<file path="src/hw/pif_defs.vh">
// Constants for the peripheral interrupt flag and enable banks.
// Assumes a classic Wishbone slave, 32-bit data, 8-bit registers.
`ifndef PIF_DEFS_VH
`define PIF_DEFS_VH
`define PIF_ADR_CTRL 6'h00
`define PIF_ADR_EN0 6'h04
`define PIF_ADR_EN1 6'h08
`define PIF_ADR_EN2 6'h0C
`define PIF_ADR_EN3 6'h10
`define PIF_ADR_EN4 6'h14
`define PIF_ADR_EN5 6'h18
`define PIF_ADR_EN6 6'h1C
`define PIF_ADR_EN7 6'h20
`define PIF_ADR_FL0 6'h24
`define PIF_ADR_FL1 6'h28
`define PIF_ADR_FL2 6'h2C
`define PIF_ADR_FL3 6'h30
`define PIF_CTRL_GIE_BIT 7
`define PIF_CTRL_PERIPHERAL_IRQ_MASTER_ENABLE_BIT 6
`define PIF_CTRL_EDGE_BIT 0
`define PIF_CTRL_MASK 8'hC1
`define PIF_CTRL_RST 8'h01
`define PIF_EN0_MASK 8'h31
`define PIF_EN1_MASK 8'hC1
`define PIF_EN2_MASK 8'h43
`define PIF_EN3_MASK 8'hF3
`define PIF_EN4_MASK 8'h03
`define PIF_EN5_MASK 8'hF1
`define PIF_EN6_MASK 8'h03
`define PIF_EN7_MASK 8'h31
`define PIF_FL0_MASK 8'h21
`define PIF_FL0_PINCHG_BIT 4
`define PIF_FL1_MASK 8'hC1
`define PIF_FL2_MASK 8'h43
`define PIF_FL3_MASK 8'h03
`define PIF_FL3_RXB_BIT 7
`define PIF_FL3_TXB_BIT 6
`define PIF_FL3_RXA_BIT 5
`define PIF_FL3_TXA_BIT 4
`define PIF_REG_RST 8'h00
`endif

</file>
<file path="src/hw/pif_flag_reg.v">
// Eight sticky flags, hardware set, software clear by write of zero.
// Assumes set pulses synchronous to clk_i.
`include "pif_defs.vh"
module pif_flag_reg
#(
    parameter [7:0] MASK = 8'hFF
)
(
    input wire clk_i,
    input wire srst_i,
    input wire [7:0] set_i,
    input wire wr_i,
    input wire [7:0] wdata_i,
    output wire [7:0] flags_o
);
    reg [7:0] flags_q;
    reg [7:0] flags_d;

    always @*
    begin
        flags_d = flags_q;
        if (wr_i)
        begin
            flags_d = wdata_i & MASK;
        end
        // Set wins over a clear in the same cycle
        flags_d = (flags_d | set_i) & MASK;
    end

    always @(posedge clk_i)
    begin
        if (srst_i)
        begin
            flags_q <= `PIF_REG_RST;
        end
        else
        begin
            flags_q <= flags_d;
        end
    end

    assign flags_o = flags_q;
endmodule

</file>
<file path="src/hw/pif_en_reg.v">
// One masked read-write enable bank.
// Assumes write strobe already decoded.
`include "pif_defs.vh"
module pif_en_reg
#(
    parameter [7:0] MASK = 8'hFF
)
(
    input wire clk_i,
    input wire srst_i,
    input wire wr_i,
    input wire [7:0] wdata_i,
    output wire [7:0] en_o
);
    reg [7:0] en_q;

    always @(posedge clk_i)
    begin
        if (srst_i)
        begin
            en_q <= `PIF_REG_RST;
        end
        else if (wr_i)
        begin
            en_q <= wdata_i & MASK;
        end
    end

    assign en_o = en_q;
endmodule

</file>
<file path="src/hw/pif_top.v">
// Peripheral interrupt enable and flag banks with one core request.
// Assumes a classic Wishbone master and event pulses on clk_i.
//
// Our own choices: the register offsets and the Wishbone interface to the registers.
`include "pif_defs.vh"
module pif_top
(
    input wire clk_i,
    input wire srst_i,
    input wire wb_cyc_i,
    input wire wb_stb_i,
    input wire wb_we_i,
    input wire [5:0] wb_adr_i,
    input wire [3:0] wb_sel_i,
    input wire [31:0] wb_dat_i,
    output wire [31:0] wb_dat_o,
    output wire wb_ack_o,
    input wire [7:0] flag0_set_i,
    input wire pin_change_flag_i,
    input wire [7:0] flag1_set_i,
    input wire [7:0] flag2_set_i,
    input wire [7:0] flag3_set_i,
    input wire serial_a_rx_nempty_i,
    input wire serial_a_tx_nfull_i,
    input wire serial_b_rx_nempty_i,
    input wire serial_b_tx_nfull_i,
    output wire ext_edge_rising_o,
    output wire irq_o
);
    reg ack_q;
    reg [31:0] dat_q;
    reg [31:0] dat_d;
    reg [7:0] ctrl_q;
    wire req;
    wire wr;
    wire [7:0] wb8;
    wire [8:0] en_wr;
    wire [3:0] fl_wr;
    wire [7:0] en0;
    wire [7:0] en1;
    wire [7:0] en2;
    wire [7:0] en3;
    wire [7:0] en4;
    wire [7:0] en5;
    wire [7:0] en6;
    wire [7:0] en7;
    wire [7:0] fl0_q;
    wire [7:0] fl1;
    wire [7:0] fl2;
    wire [7:0] fl3_q;
    wire [7:0] fl0;
    wire [7:0] fl3;
    wire bank0_hit;
    wire periph_hit;
    reg irq_q;

    // Request taken once; ack drops the cycle after it rises
    assign req = wb_cyc_i & wb_stb_i & ~ack_q;
    assign wr = req & wb_we_i & wb_sel_i[0];
    assign wb8 = wb_dat_i[7:0];

    assign en_wr[0] = wr & (wb_adr_i == `PIF_ADR_EN0);
    assign en_wr[1] = wr & (wb_adr_i == `PIF_ADR_EN1);
    assign en_wr[2] = wr & (wb_adr_i == `PIF_ADR_EN2);
    assign en_wr[3] = wr & (wb_adr_i == `PIF_ADR_EN3);
    assign en_wr[4] = wr & (wb_adr_i == `PIF_ADR_EN4);
    assign en_wr[5] = wr & (wb_adr_i == `PIF_ADR_EN5);
    assign en_wr[6] = wr & (wb_adr_i == `PIF_ADR_EN6);
    assign en_wr[7] = wr & (wb_adr_i == `PIF_ADR_EN7);
    assign en_wr[8] = wr & (wb_adr_i == `PIF_ADR_CTRL);
    assign fl_wr[0] = wr & (wb_adr_i == `PIF_ADR_FL0);
    assign fl_wr[1] = wr & (wb_adr_i == `PIF_ADR_FL1);
    assign fl_wr[2] = wr & (wb_adr_i == `PIF_ADR_FL2);
    assign fl_wr[3] = wr & (wb_adr_i == `PIF_ADR_FL3);

    pif_en_reg #(.MASK(`PIF_EN0_MASK)) u_en0 (.clk_i(clk_i),
        .srst_i(srst_i), .wr_i(en_wr[0]), .wdata_i(wb8), .en_o(en0));
    pif_en_reg #(.MASK(`PIF_EN1_MASK)) u_en1 (.clk_i(clk_i),
        .srst_i(srst_i), .wr_i(en_wr[1]), .wdata_i(wb8), .en_o(en1));
    pif_en_reg #(.MASK(`PIF_EN2_MASK)) u_en2 (.clk_i(clk_i),
        .srst_i(srst_i), .wr_i(en_wr[2]), .wdata_i(wb8), .en_o(en2));
    pif_en_reg #(.MASK(`PIF_EN3_MASK)) u_en3 (.clk_i(clk_i),
        .srst_i(srst_i), .wr_i(en_wr[3]), .wdata_i(wb8), .en_o(en3));
    pif_en_reg #(.MASK(`PIF_EN4_MASK)) u_en4 (.clk_i(clk_i),
        .srst_i(srst_i), .wr_i(en_wr[4]), .wdata_i(wb8), .en_o(en4));
    pif_en_reg #(.MASK(`PIF_EN5_MASK)) u_en5 (.clk_i(clk_i),
        .srst_i(srst_i), .wr_i(en_wr[5]), .wdata_i(wb8), .en_o(en5));
    pif_en_reg #(.MASK(`PIF_EN6_MASK)) u_en6 (.clk_i(clk_i),
        .srst_i(srst_i), .wr_i(en_wr[6]), .wdata_i(wb8), .en_o(en6));
    pif_en_reg #(.MASK(`PIF_EN7_MASK)) u_en7 (.clk_i(clk_i),
        .srst_i(srst_i), .wr_i(en_wr[7]), .wdata_i(wb8), .en_o(en7));

    // Timer zero overflow and external pin flags
    pif_flag_reg #(.MASK(`PIF_FL0_MASK)) u_fl0 (.clk_i(clk_i),
        .srst_i(srst_i), .set_i(flag0_set_i), .wr_i(fl_wr[0]),
        .wdata_i(wb8), .flags_o(fl0_q));
    pif_flag_reg #(.MASK(`PIF_FL1_MASK)) u_fl1 (.clk_i(clk_i),
        .srst_i(srst_i), .set_i(flag1_set_i), .wr_i(fl_wr[1]),
        .wdata_i(wb8), .flags_o(fl1));
    // Zero cross and comparator flags
    pif_flag_reg #(.MASK(`PIF_FL2_MASK)) u_fl2 (.clk_i(clk_i),
        .srst_i(srst_i), .set_i(flag2_set_i), .wr_i(fl_wr[2]),
        .wdata_i(wb8), .flags_o(fl2));
    // Sync port flags only; serial bits are live status
    pif_flag_reg #(.MASK(`PIF_FL3_MASK)) u_fl3 (.clk_i(clk_i),
        .srst_i(srst_i), .set_i(flag3_set_i), .wr_i(fl_wr[3]),
        .wdata_i(wb8), .flags_o(fl3_q));

    // Pin change summary is read-only, cleared at its source
    assign fl0 = fl0_q | ({7'h00, pin_change_flag_i} << `PIF_FL0_PINCHG_BIT);
    assign fl3 = fl3_q
        | ({7'h00, serial_b_rx_nempty_i} << `PIF_FL3_RXB_BIT)
        | ({7'h00, serial_a_rx_nempty_i} << `PIF_FL3_RXA_BIT)
        | ({7'h00, serial_b_tx_nfull_i} << `PIF_FL3_TXB_BIT)
        | ({7'h00, serial_a_tx_nfull_i} << `PIF_FL3_TXA_BIT);

    always @(posedge clk_i)
    begin
        if (srst_i)
        begin
            ctrl_q <= `PIF_CTRL_RST;
        end
        else if (en_wr[8])
        begin
            ctrl_q <= wb8 & `PIF_CTRL_MASK;
        end
    end

    // Banks four to seven have no flags here; their enables are storage
    assign bank0_hit = |(fl0 & en0);
    assign periph_hit = |(fl1 & en1) | |(fl2 & en2) | |(fl3 & en3);

    always @(posedge clk_i)
    begin
        if (srst_i)
        begin
            irq_q <= 1'b0;
        end
        else
        begin
            irq_q <= ctrl_q[`PIF_CTRL_GIE_BIT] & (bank0_hit
                | (ctrl_q[`PIF_CTRL_PERIPHERAL_IRQ_MASTER_ENABLE_BIT] & periph_hit));
        end
    end

    assign irq_o = irq_q;
    assign ext_edge_rising_o = ctrl_q[`PIF_CTRL_EDGE_BIT];

    always @*
    begin
        dat_d = 32'h00000000;
        case (wb_adr_i)
            `PIF_ADR_CTRL: dat_d[7:0] = ctrl_q;
            `PIF_ADR_EN0: dat_d[7:0] = en0;
            `PIF_ADR_EN1: dat_d[7:0] = en1;
            `PIF_ADR_EN2: dat_d[7:0] = en2;
            `PIF_ADR_EN3: dat_d[7:0] = en3;
            `PIF_ADR_EN4: dat_d[7:0] = en4;
            `PIF_ADR_EN5: dat_d[7:0] = en5;
            `PIF_ADR_EN6: dat_d[7:0] = en6;
            `PIF_ADR_EN7: dat_d[7:0] = en7;
            `PIF_ADR_FL0: dat_d[7:0] = fl0;
            `PIF_ADR_FL1: dat_d[7:0] = fl1;
            `PIF_ADR_FL2: dat_d[7:0] = fl2;
            `PIF_ADR_FL3: dat_d[7:0] = fl3;
            default: dat_d = 32'h00000000;
        endcase
    end

    // Unmapped addresses ack with zero so the bus never hangs
    always @(posedge clk_i)
    begin
        if (srst_i)
        begin
            ack_q <= 1'b0;
            dat_q <= 32'h00000000;
        end
        else
        begin
            ack_q <= req;
            dat_q <= req ? dat_d : 32'h00000000;
        end
    end

    assign wb_ack_o = ack_q;
    assign wb_dat_o = dat_q;
endmodule

</file>
<file path="config.mk">
export PLATFORM = sky130hd
export DESIGN_NAME = pif_top
export DESIGN_NICKNAME = d
export VERILOG_FILES = /design/src/hw/pif_flag_reg.v /design/src/hw/pif_en_reg.v /design/src/hw/pif_top.v
export VERILOG_INCLUDE_DIRS = /design/src /design/src/hw
export SDC_FILE = /design/constraint.sdc
export NUM_CORES = 1
export LEC_CHECK = 0
export BUFFER_PORTS_ARGS = -buffer_cell sky130_fd_sc_hd__buf_2
export CAP_MARGIN = 20
export CORE_MARGIN = 5
export CORE_UTILIZATION = 51
export DETAILED_ROUTE_END_ITERATION = 8
export HOLD_SLACK_MARGIN = 0.15
export PLACE_DENSITY = 0.85
export SKIP_LAST_GASP = 1
export SYNTH_ARGS = -nofsm -noshare
export SYNTH_HDL_FRONTEND = slang
export SYNTH_SLANG_ARGS = --single-unit
</file>
<file path="constraint.sdc">
create_clock -name clk_i -period 3.2 [get_ports clk_i]
set_clock_uncertainty 0.15 [all_clocks]
set_input_delay 0 -clock clk_i [delete_from_list [all_inputs] [get_ports clk_i]]
set_output_delay 0 -clock clk_i [all_outputs]
set_load 0.01 [all_outputs]
</file>
* Word-level counts from Yosys, hierarchy flattened *
Cells that the tools add are included.

storage, ports and cells
  output and inout bits = 35
  flip-flop bits (word level) = 79
  input bits = 84
  memory bits (read-only) = 0
  RAM bits = 0
  memories kept = 0
  latch bits = 0

cells by class
  bitwise gates (word level) = 37
  eq/ne operators = 12
  multiply operators = 0
  divide/modulo/power cells = 0
  magnitude comparators = 0
  shift-type cells = 0
  mux-type cells = 5
  reductions and logical operators = 6
  add/subtract/negate cells = 0

operators by type and width
  kind                count
  $pmux 8 s13         1
  $reduce_or 8->1     4
  $eq 6x6->1 const B  5
  $eq 6x5->1 const B  4
  $and 1x1->1         19
  $and 8x8->8         2
  $eq 6x4->1 const B  2
  $and 8x6->8         1
  $mux 8              1
  $or 2x8->8          1
  $or 8x5->8          1
  $or 8x6->8          1
  $or 8x7->8          1
  $or 8x8->8          1
  $and 7x7->7         1
  $mux 7              1
  $or 7x7->7          1
  $eq 6x3->1 const B  1
  $logic_not 6->1     1
  $mux 6              1
  $or 6x5->6          1
  $or 6x6->6          1
  $or 1x1->1          3
  $mux 2              1
  3 further kinds     4

* Depth between registers and ports, before layout *
  word-level depth = 10
  mapped depth = 6
  gate-level depth less buffers = 4

* Cells and area by module *
Synthesis repeated with hierarchy kept, for this count alone.

unflattened totals
  cells, all modules = 394
  area total of the unflattened synthesis = 3534.6 um^2

modules (own cells, without submodules)
  module                     times used  area an instance (um^2)  cells each
  pif_top                    1           1724.2                   200
  pif_en_reg at u_en0 ...    4           142.6                    15
  pif_flag_reg at u_fl1 ...  2           157.7                    18
  pif_flag_reg at u_fl0 ...  2           126.4                    15
  pif_en_reg at u_en3        1           232.7                    22
  pif_en_reg at u_en4 ...    2           116.4                    13
  pif_en_reg at u_en5        1           206.4                    20

* Least setup slack after synthesis *
OpenSTA, ideal clock, no wires.

  path type = flip-flop to flip-flop
  start point = register ack_q, in the netlist wb_ack_o
  end point = register u_en5.en_q[0], in the netlist u_en5.en_o[0]
  path buffers = 1
  stages on the path, launching flop included = 6
  arrival time = 1.722 ns
  period minus slack after synthesis = 2.000 ns
  path slack = 1.200 ns
  data required time = 2.922 ns
  cells stage by stage = dfxtp_1 nand3b_1 buf_2 nor4_4 mux2i_1 nor2_1

on the way
  longest elaborated chain between the ends = 5

RTL lines
  item                       RTL line         RTL
  start: declaration         pif_top.v:30     reg ack_q;
  start signal: assignment   pif_top.v:180    ack_q <= req;
  $not 1->1                  pif_top.v:58     assign req = wb_cyc_i & wb_stb_i & ~ack_q;
  $and 1x1->1                pif_top.v:58
  $and 1x1->1 (2 in series)  pif_top.v:59     assign wr = req & wb_we_i & wb_sel_i[0];
  $and 1x1->1                pif_top.v:67     assign en_wr[5] = wr & (wb_adr_i == `PIF_ADR_EN5);
  end signal: assignment     pif_en_reg.v:21  en_q <= `PIF_REG_RST;
  end signal: assignment     pif_en_reg.v:25  en_q <= wdata_i & MASK;
  end: declaration           pif_en_reg.v:15  reg [7:0] en_q;

No other way between the ends.
A chain may end at the register's enable or synchronous reset.

* Worst setup path in the final report *
  start point = register ack_q, in the netlist wb_ack_o
  end point = register u_fl3.flags_q[0], in the netlist u_fl3.flags_o[0]

on the way
  longest elaborated chain between the ends = 7

RTL lines
  item                       RTL line           RTL
  $not 1->1                  pif_top.v:58
  $and 1x1->1                pif_top.v:58
  $and 1x1->1 (2 in series)  pif_top.v:59
  $and 1x1->1                pif_top.v:74       assign fl_wr[3] = wr & (wb_adr_i == `PIF_ADR_FL3);
  $mux 2                     pif_flag_reg.v:22  if (wr_i)
  $or 2x2->2                 pif_flag_reg.v:27  flags_d = (flags_d | set_i) & MASK;
  end signal: assignment     pif_flag_reg.v:34  flags_q <= `PIF_REG_RST;
  end signal: assignment     pif_flag_reg.v:38  flags_q <= flags_d;
  end: declaration           pif_flag_reg.v:16  reg [7:0] flags_q;

No other way between the ends.

==> metrics.yaml <==
cts-htree-levels: 2
cpPeakStageDelay_ns: 0.60
max_cap_violations: 0
fp-row-count: 26
layout-drive-gt1-share: 0.1854
start_kind: "register"
ys.warnings.count: 0
num_antenna_cells: 0
post-route-util: 0.6576
setup-tns-final_ns: 0
p_clk_frac: 0.393
vias: 2300
clk_latency_ns: 0.31
dpl_worst_slack_ns: 1.088
yosys_most_used_dff: "dfxtp_1"
io_buffers: 41
crit_arrival_ns: 3.06
drt_iter0_markers: 316
final_nets: 440
cts_made_buffers: 5
yosysUniqueCellTypes: 35
vdd_ir_drop_max_mv: 0.3230
gp_congestion: 0.8891
path_class: "reg -> reg"
crit_top_cell: "dlygate4sd3_1"
cp-end-kind: "register"
final-hold-violation-count: 0
clk_pin_slew_ns: 0.09
wl_per_cell_um: 16.05
via_per_inst: 5.399
use_met3: 0.05702
fin_crit_sh: 0.9414
power.density_nw_per_um2: 391.6
hold_ws_ns: 0.3223
syn_inst: 281
p_switching_uw: 310.9
rr_endpoint: "u_fl3.flags_o[0]"
p_leak_uw: 0.001296
crit_required_ns: 3.25
avgSynthCellArea_um2: 9.346
slew_violations: 0
grt_usage: 0.2183
grt_pass1_vias: 2236
worstMarginPinSlew_ns: 0.9249
ios: 119
combPwrFrac: 0.133
p_int_uw: 987.4
areaGrowthSynthToFinish_pct: 26.25
crit_path_end: "u_fl3.flags_o[0]"
outcome: "finished clean"
drc_errors: 0
reg2reg_slack_ns: 0.19
synth_top_cell_area_share: 0.3659
cp_max_fo: 14
fillers: 407
reg2regPathDepth: 7
cts_sinks: 48
overflow: 0
cts_tree: "yes"
setup_violations: 0
synthTopCellsByArea: "dfxtp_1, mux2i_1, buf_4"
clockBufferDepth: 2
root_buffer: "clkbuf_8"
rsz0062_at_grt: "false"
grt_busiest_layer: "met2"
setup.worst_path.start: "wb_ack_o"
die_height_um: 81.76
grt_pass1_wl_um: 11030
min_period_ns: 3.013
drt-pass1-iter-count: 5
grtUsageMet1: 0.2806
antenna_found_initial: 0
die_width_um: 81.76
wl_um: 6838
synth_area_um2: 2626
total_power_uw: 1298
swShare: 0.2395
yosys.area.top_type: "dfxtp_1"
antenna_left: 0
fp.coreArea_um2: 5042
ys_ff_latch: 48
yosysSeqAreaShare: 0.3659
synth-edff-count: 0
ys_async_sr_fraction: 0
hold_path.class: "reg -> reg"
clock.fmax_mhz: 331.9
slowest_stage: "dlygate4sd3_1"
sequentialPowerShare: 0.474
die_area_um2: 6685
fin_ws_ns: 0.1874
maxSlewHeadroom: 0.3819
dp_hpwl_um: 4507
met2_usage: 0.3554
start_util: 0.5208
path_cells: "nand3b_1, dlygate4sd3_1, buf_4, nor4_2, mux2i_1, a21oi_1, dlygate4sd3_1"
grt_max_degree: 43
timing.rr.start: "wb_ack_o"
-- cell type report --
class                           count  area, um^2  share of cell area
Multi-Input combinational cell    208        1471              0.4438
Sequential cell                    48       960.9              0.2898
Timing Repair Buffer               84       633.1              0.1909
Tap cell                           70       87.58             0.02642
Clock buffer                        5       68.82             0.02075
Clock inverter                      2       60.06             0.01811
Inverter                            9       33.78             0.01019
-- metal layers --
layer,vias up,wire length [um]
met5,-,0
met4,0,95
met3,10,666
met2,134,3282
met1,1053,2793
li1,1103,-
-- cell usage in the layout, fill, tap and decap left out, drive strengths merged --
| master | netlist | routed |
|---|---|---|
| o21ai | 5 | 5 |
| a32oi | 3 | 3 |
| o211ai | 1 | 1 |
| dlygate4sd3 | 0 | 42 |
| inv | 9 | 9 |
| dfxtp | 48 | 48 |
| nor2 | 38 | 38 |
| bufinv | 0 | 2 |
| nand2b | 5 | 5 |
| or4bb | 1 | 1 |
| a211oi | 5 | 5 |
| nor4 | 13 | 13 |
| or4b | 2 | 2 |
| nand3 | 4 | 4 |
| a222oi | 1 | 1 |
| and2 | 1 | 1 |
| mux4 | 1 | 1 |
| or2 | 1 | 1 |
| a21oi | 13 | 13 |
| buf | 32 | 42 |
| conb | 1 | 26 |
| mux2i | 47 | 47 |
| o31ai | 1 | 1 |
| a211o | 1 | 1 |
| nor2b | 1 | 1 |
| clkbuf | 9 | 5 |
| nand2 | 9 | 9 |
| nor3b | 3 | 3 |
| nand3b | 3 | 3 |
| a22oi | 6 | 6 |
| o22ai | 8 | 8 |
| nor3 | 8 | 8 |
| or4 | 1 | 1 |
-- state kept, by name, indices dropped and copies added (netlist names), 2 cells and up --
signal / flops
u_en0.en_o: 3
ctrl_q: 3
u_en7.en_o: 3
u_en4.en_o: 2
u_en3.en_o: 6
u_en1.en_o: 3
u_en5.en_o: 5
u_en6.en_o: 2
u_en2.en_o: 3
u_fl2.flags_o: 3
u_fl1.flags_o: 3
u_fl3.flags_o: 2
wb_dat_o: 6
u_fl0.flags_o: 2
-- synthesized netlist by cell type (all sizes together), types with 6 or more instances --
cell	count
clkbuf	9
nor4	13
o22ai	8
nand2	9
dfxtp	48
inv	9
a22oi	6
buf	32
nor3	8
a21oi	13
mux2i	47
nor2	38
-- worst min-delay path by stage --
stage | from | end | cells past startpoint | slack [ns]
after floorplan | flag1_set_i[0] | u_fl1.flags_o[0] | 2 | -0.02
after global placement | flag3_set_i[1] | u_fl3.flags_o[1] | 3 | 0.08
after detailed placement | flag3_set_i[1] | u_fl3.flags_o[1] | 3 | 0.09
after CTS | u_en5.en_o[4] | wb_dat_o[4] | 2 | 0.32
after global routing | u_en5.en_o[4] | wb_dat_o[4] | 2 | 0.35
final | u_en5.en_o[4] | wb_dat_o[4] | 2 | 0.32
-- logic make-up after synthesis --
kind of cell | after synthesis | share of synthesized area
and+or+nand+nor | 90 | 0.2277
buffers and inverters | 50 | 0.1096
muxes | 48 | 0.1877
DFF | 48 | 0.3659
AOI/OAI and AO/OA | 44 | 0.1077
other | 1 | 0.001428
-- metrics by stage --
stage | cell area (um^2) | instances
2_1_floorplan | 2720 | 306
3_3_place_gp | 2766 | 377
3_5_place_dp | 2766 | 377
4_1_cts | 3316 | 426
5_1_grt | 3316 | 426
6_report | 3316 | 426
-- worst max-delay path, delay by kind of cell, from the launching register on --
| family | cells | cell delay (ns) |
|---|---|---|
| AOI/OAI and AO/OA | 1 | 0.09 |
| buffers and inverters | 3 | 1.39 |
| DFF | 1 | 0.31 |
| muxes | 1 | 0.28 |
| and+or+nand+nor | 2 | 0.68 |
-- power groups by stage --
stage,sequential (uW),clock [uW],combinational (uW)
2_1_floorplan,626,0,109
3_3_place_gp,629,0,125
3_5_place_dp,629,0,127
4_1_cts,615,517,166
5_1_grt,617,545,188
6_report,615,511,172
-- repair_timing --
item / CTS / global route
resized for setup: 0 / 0
setup buffers: 0 / 0
setup endpoints to repair: 0 / 0
endpoints found under the hold margin: 48 / 0
hold buffers: 42 / 0
Note: power is estimated with default switching activity, not from simulation.
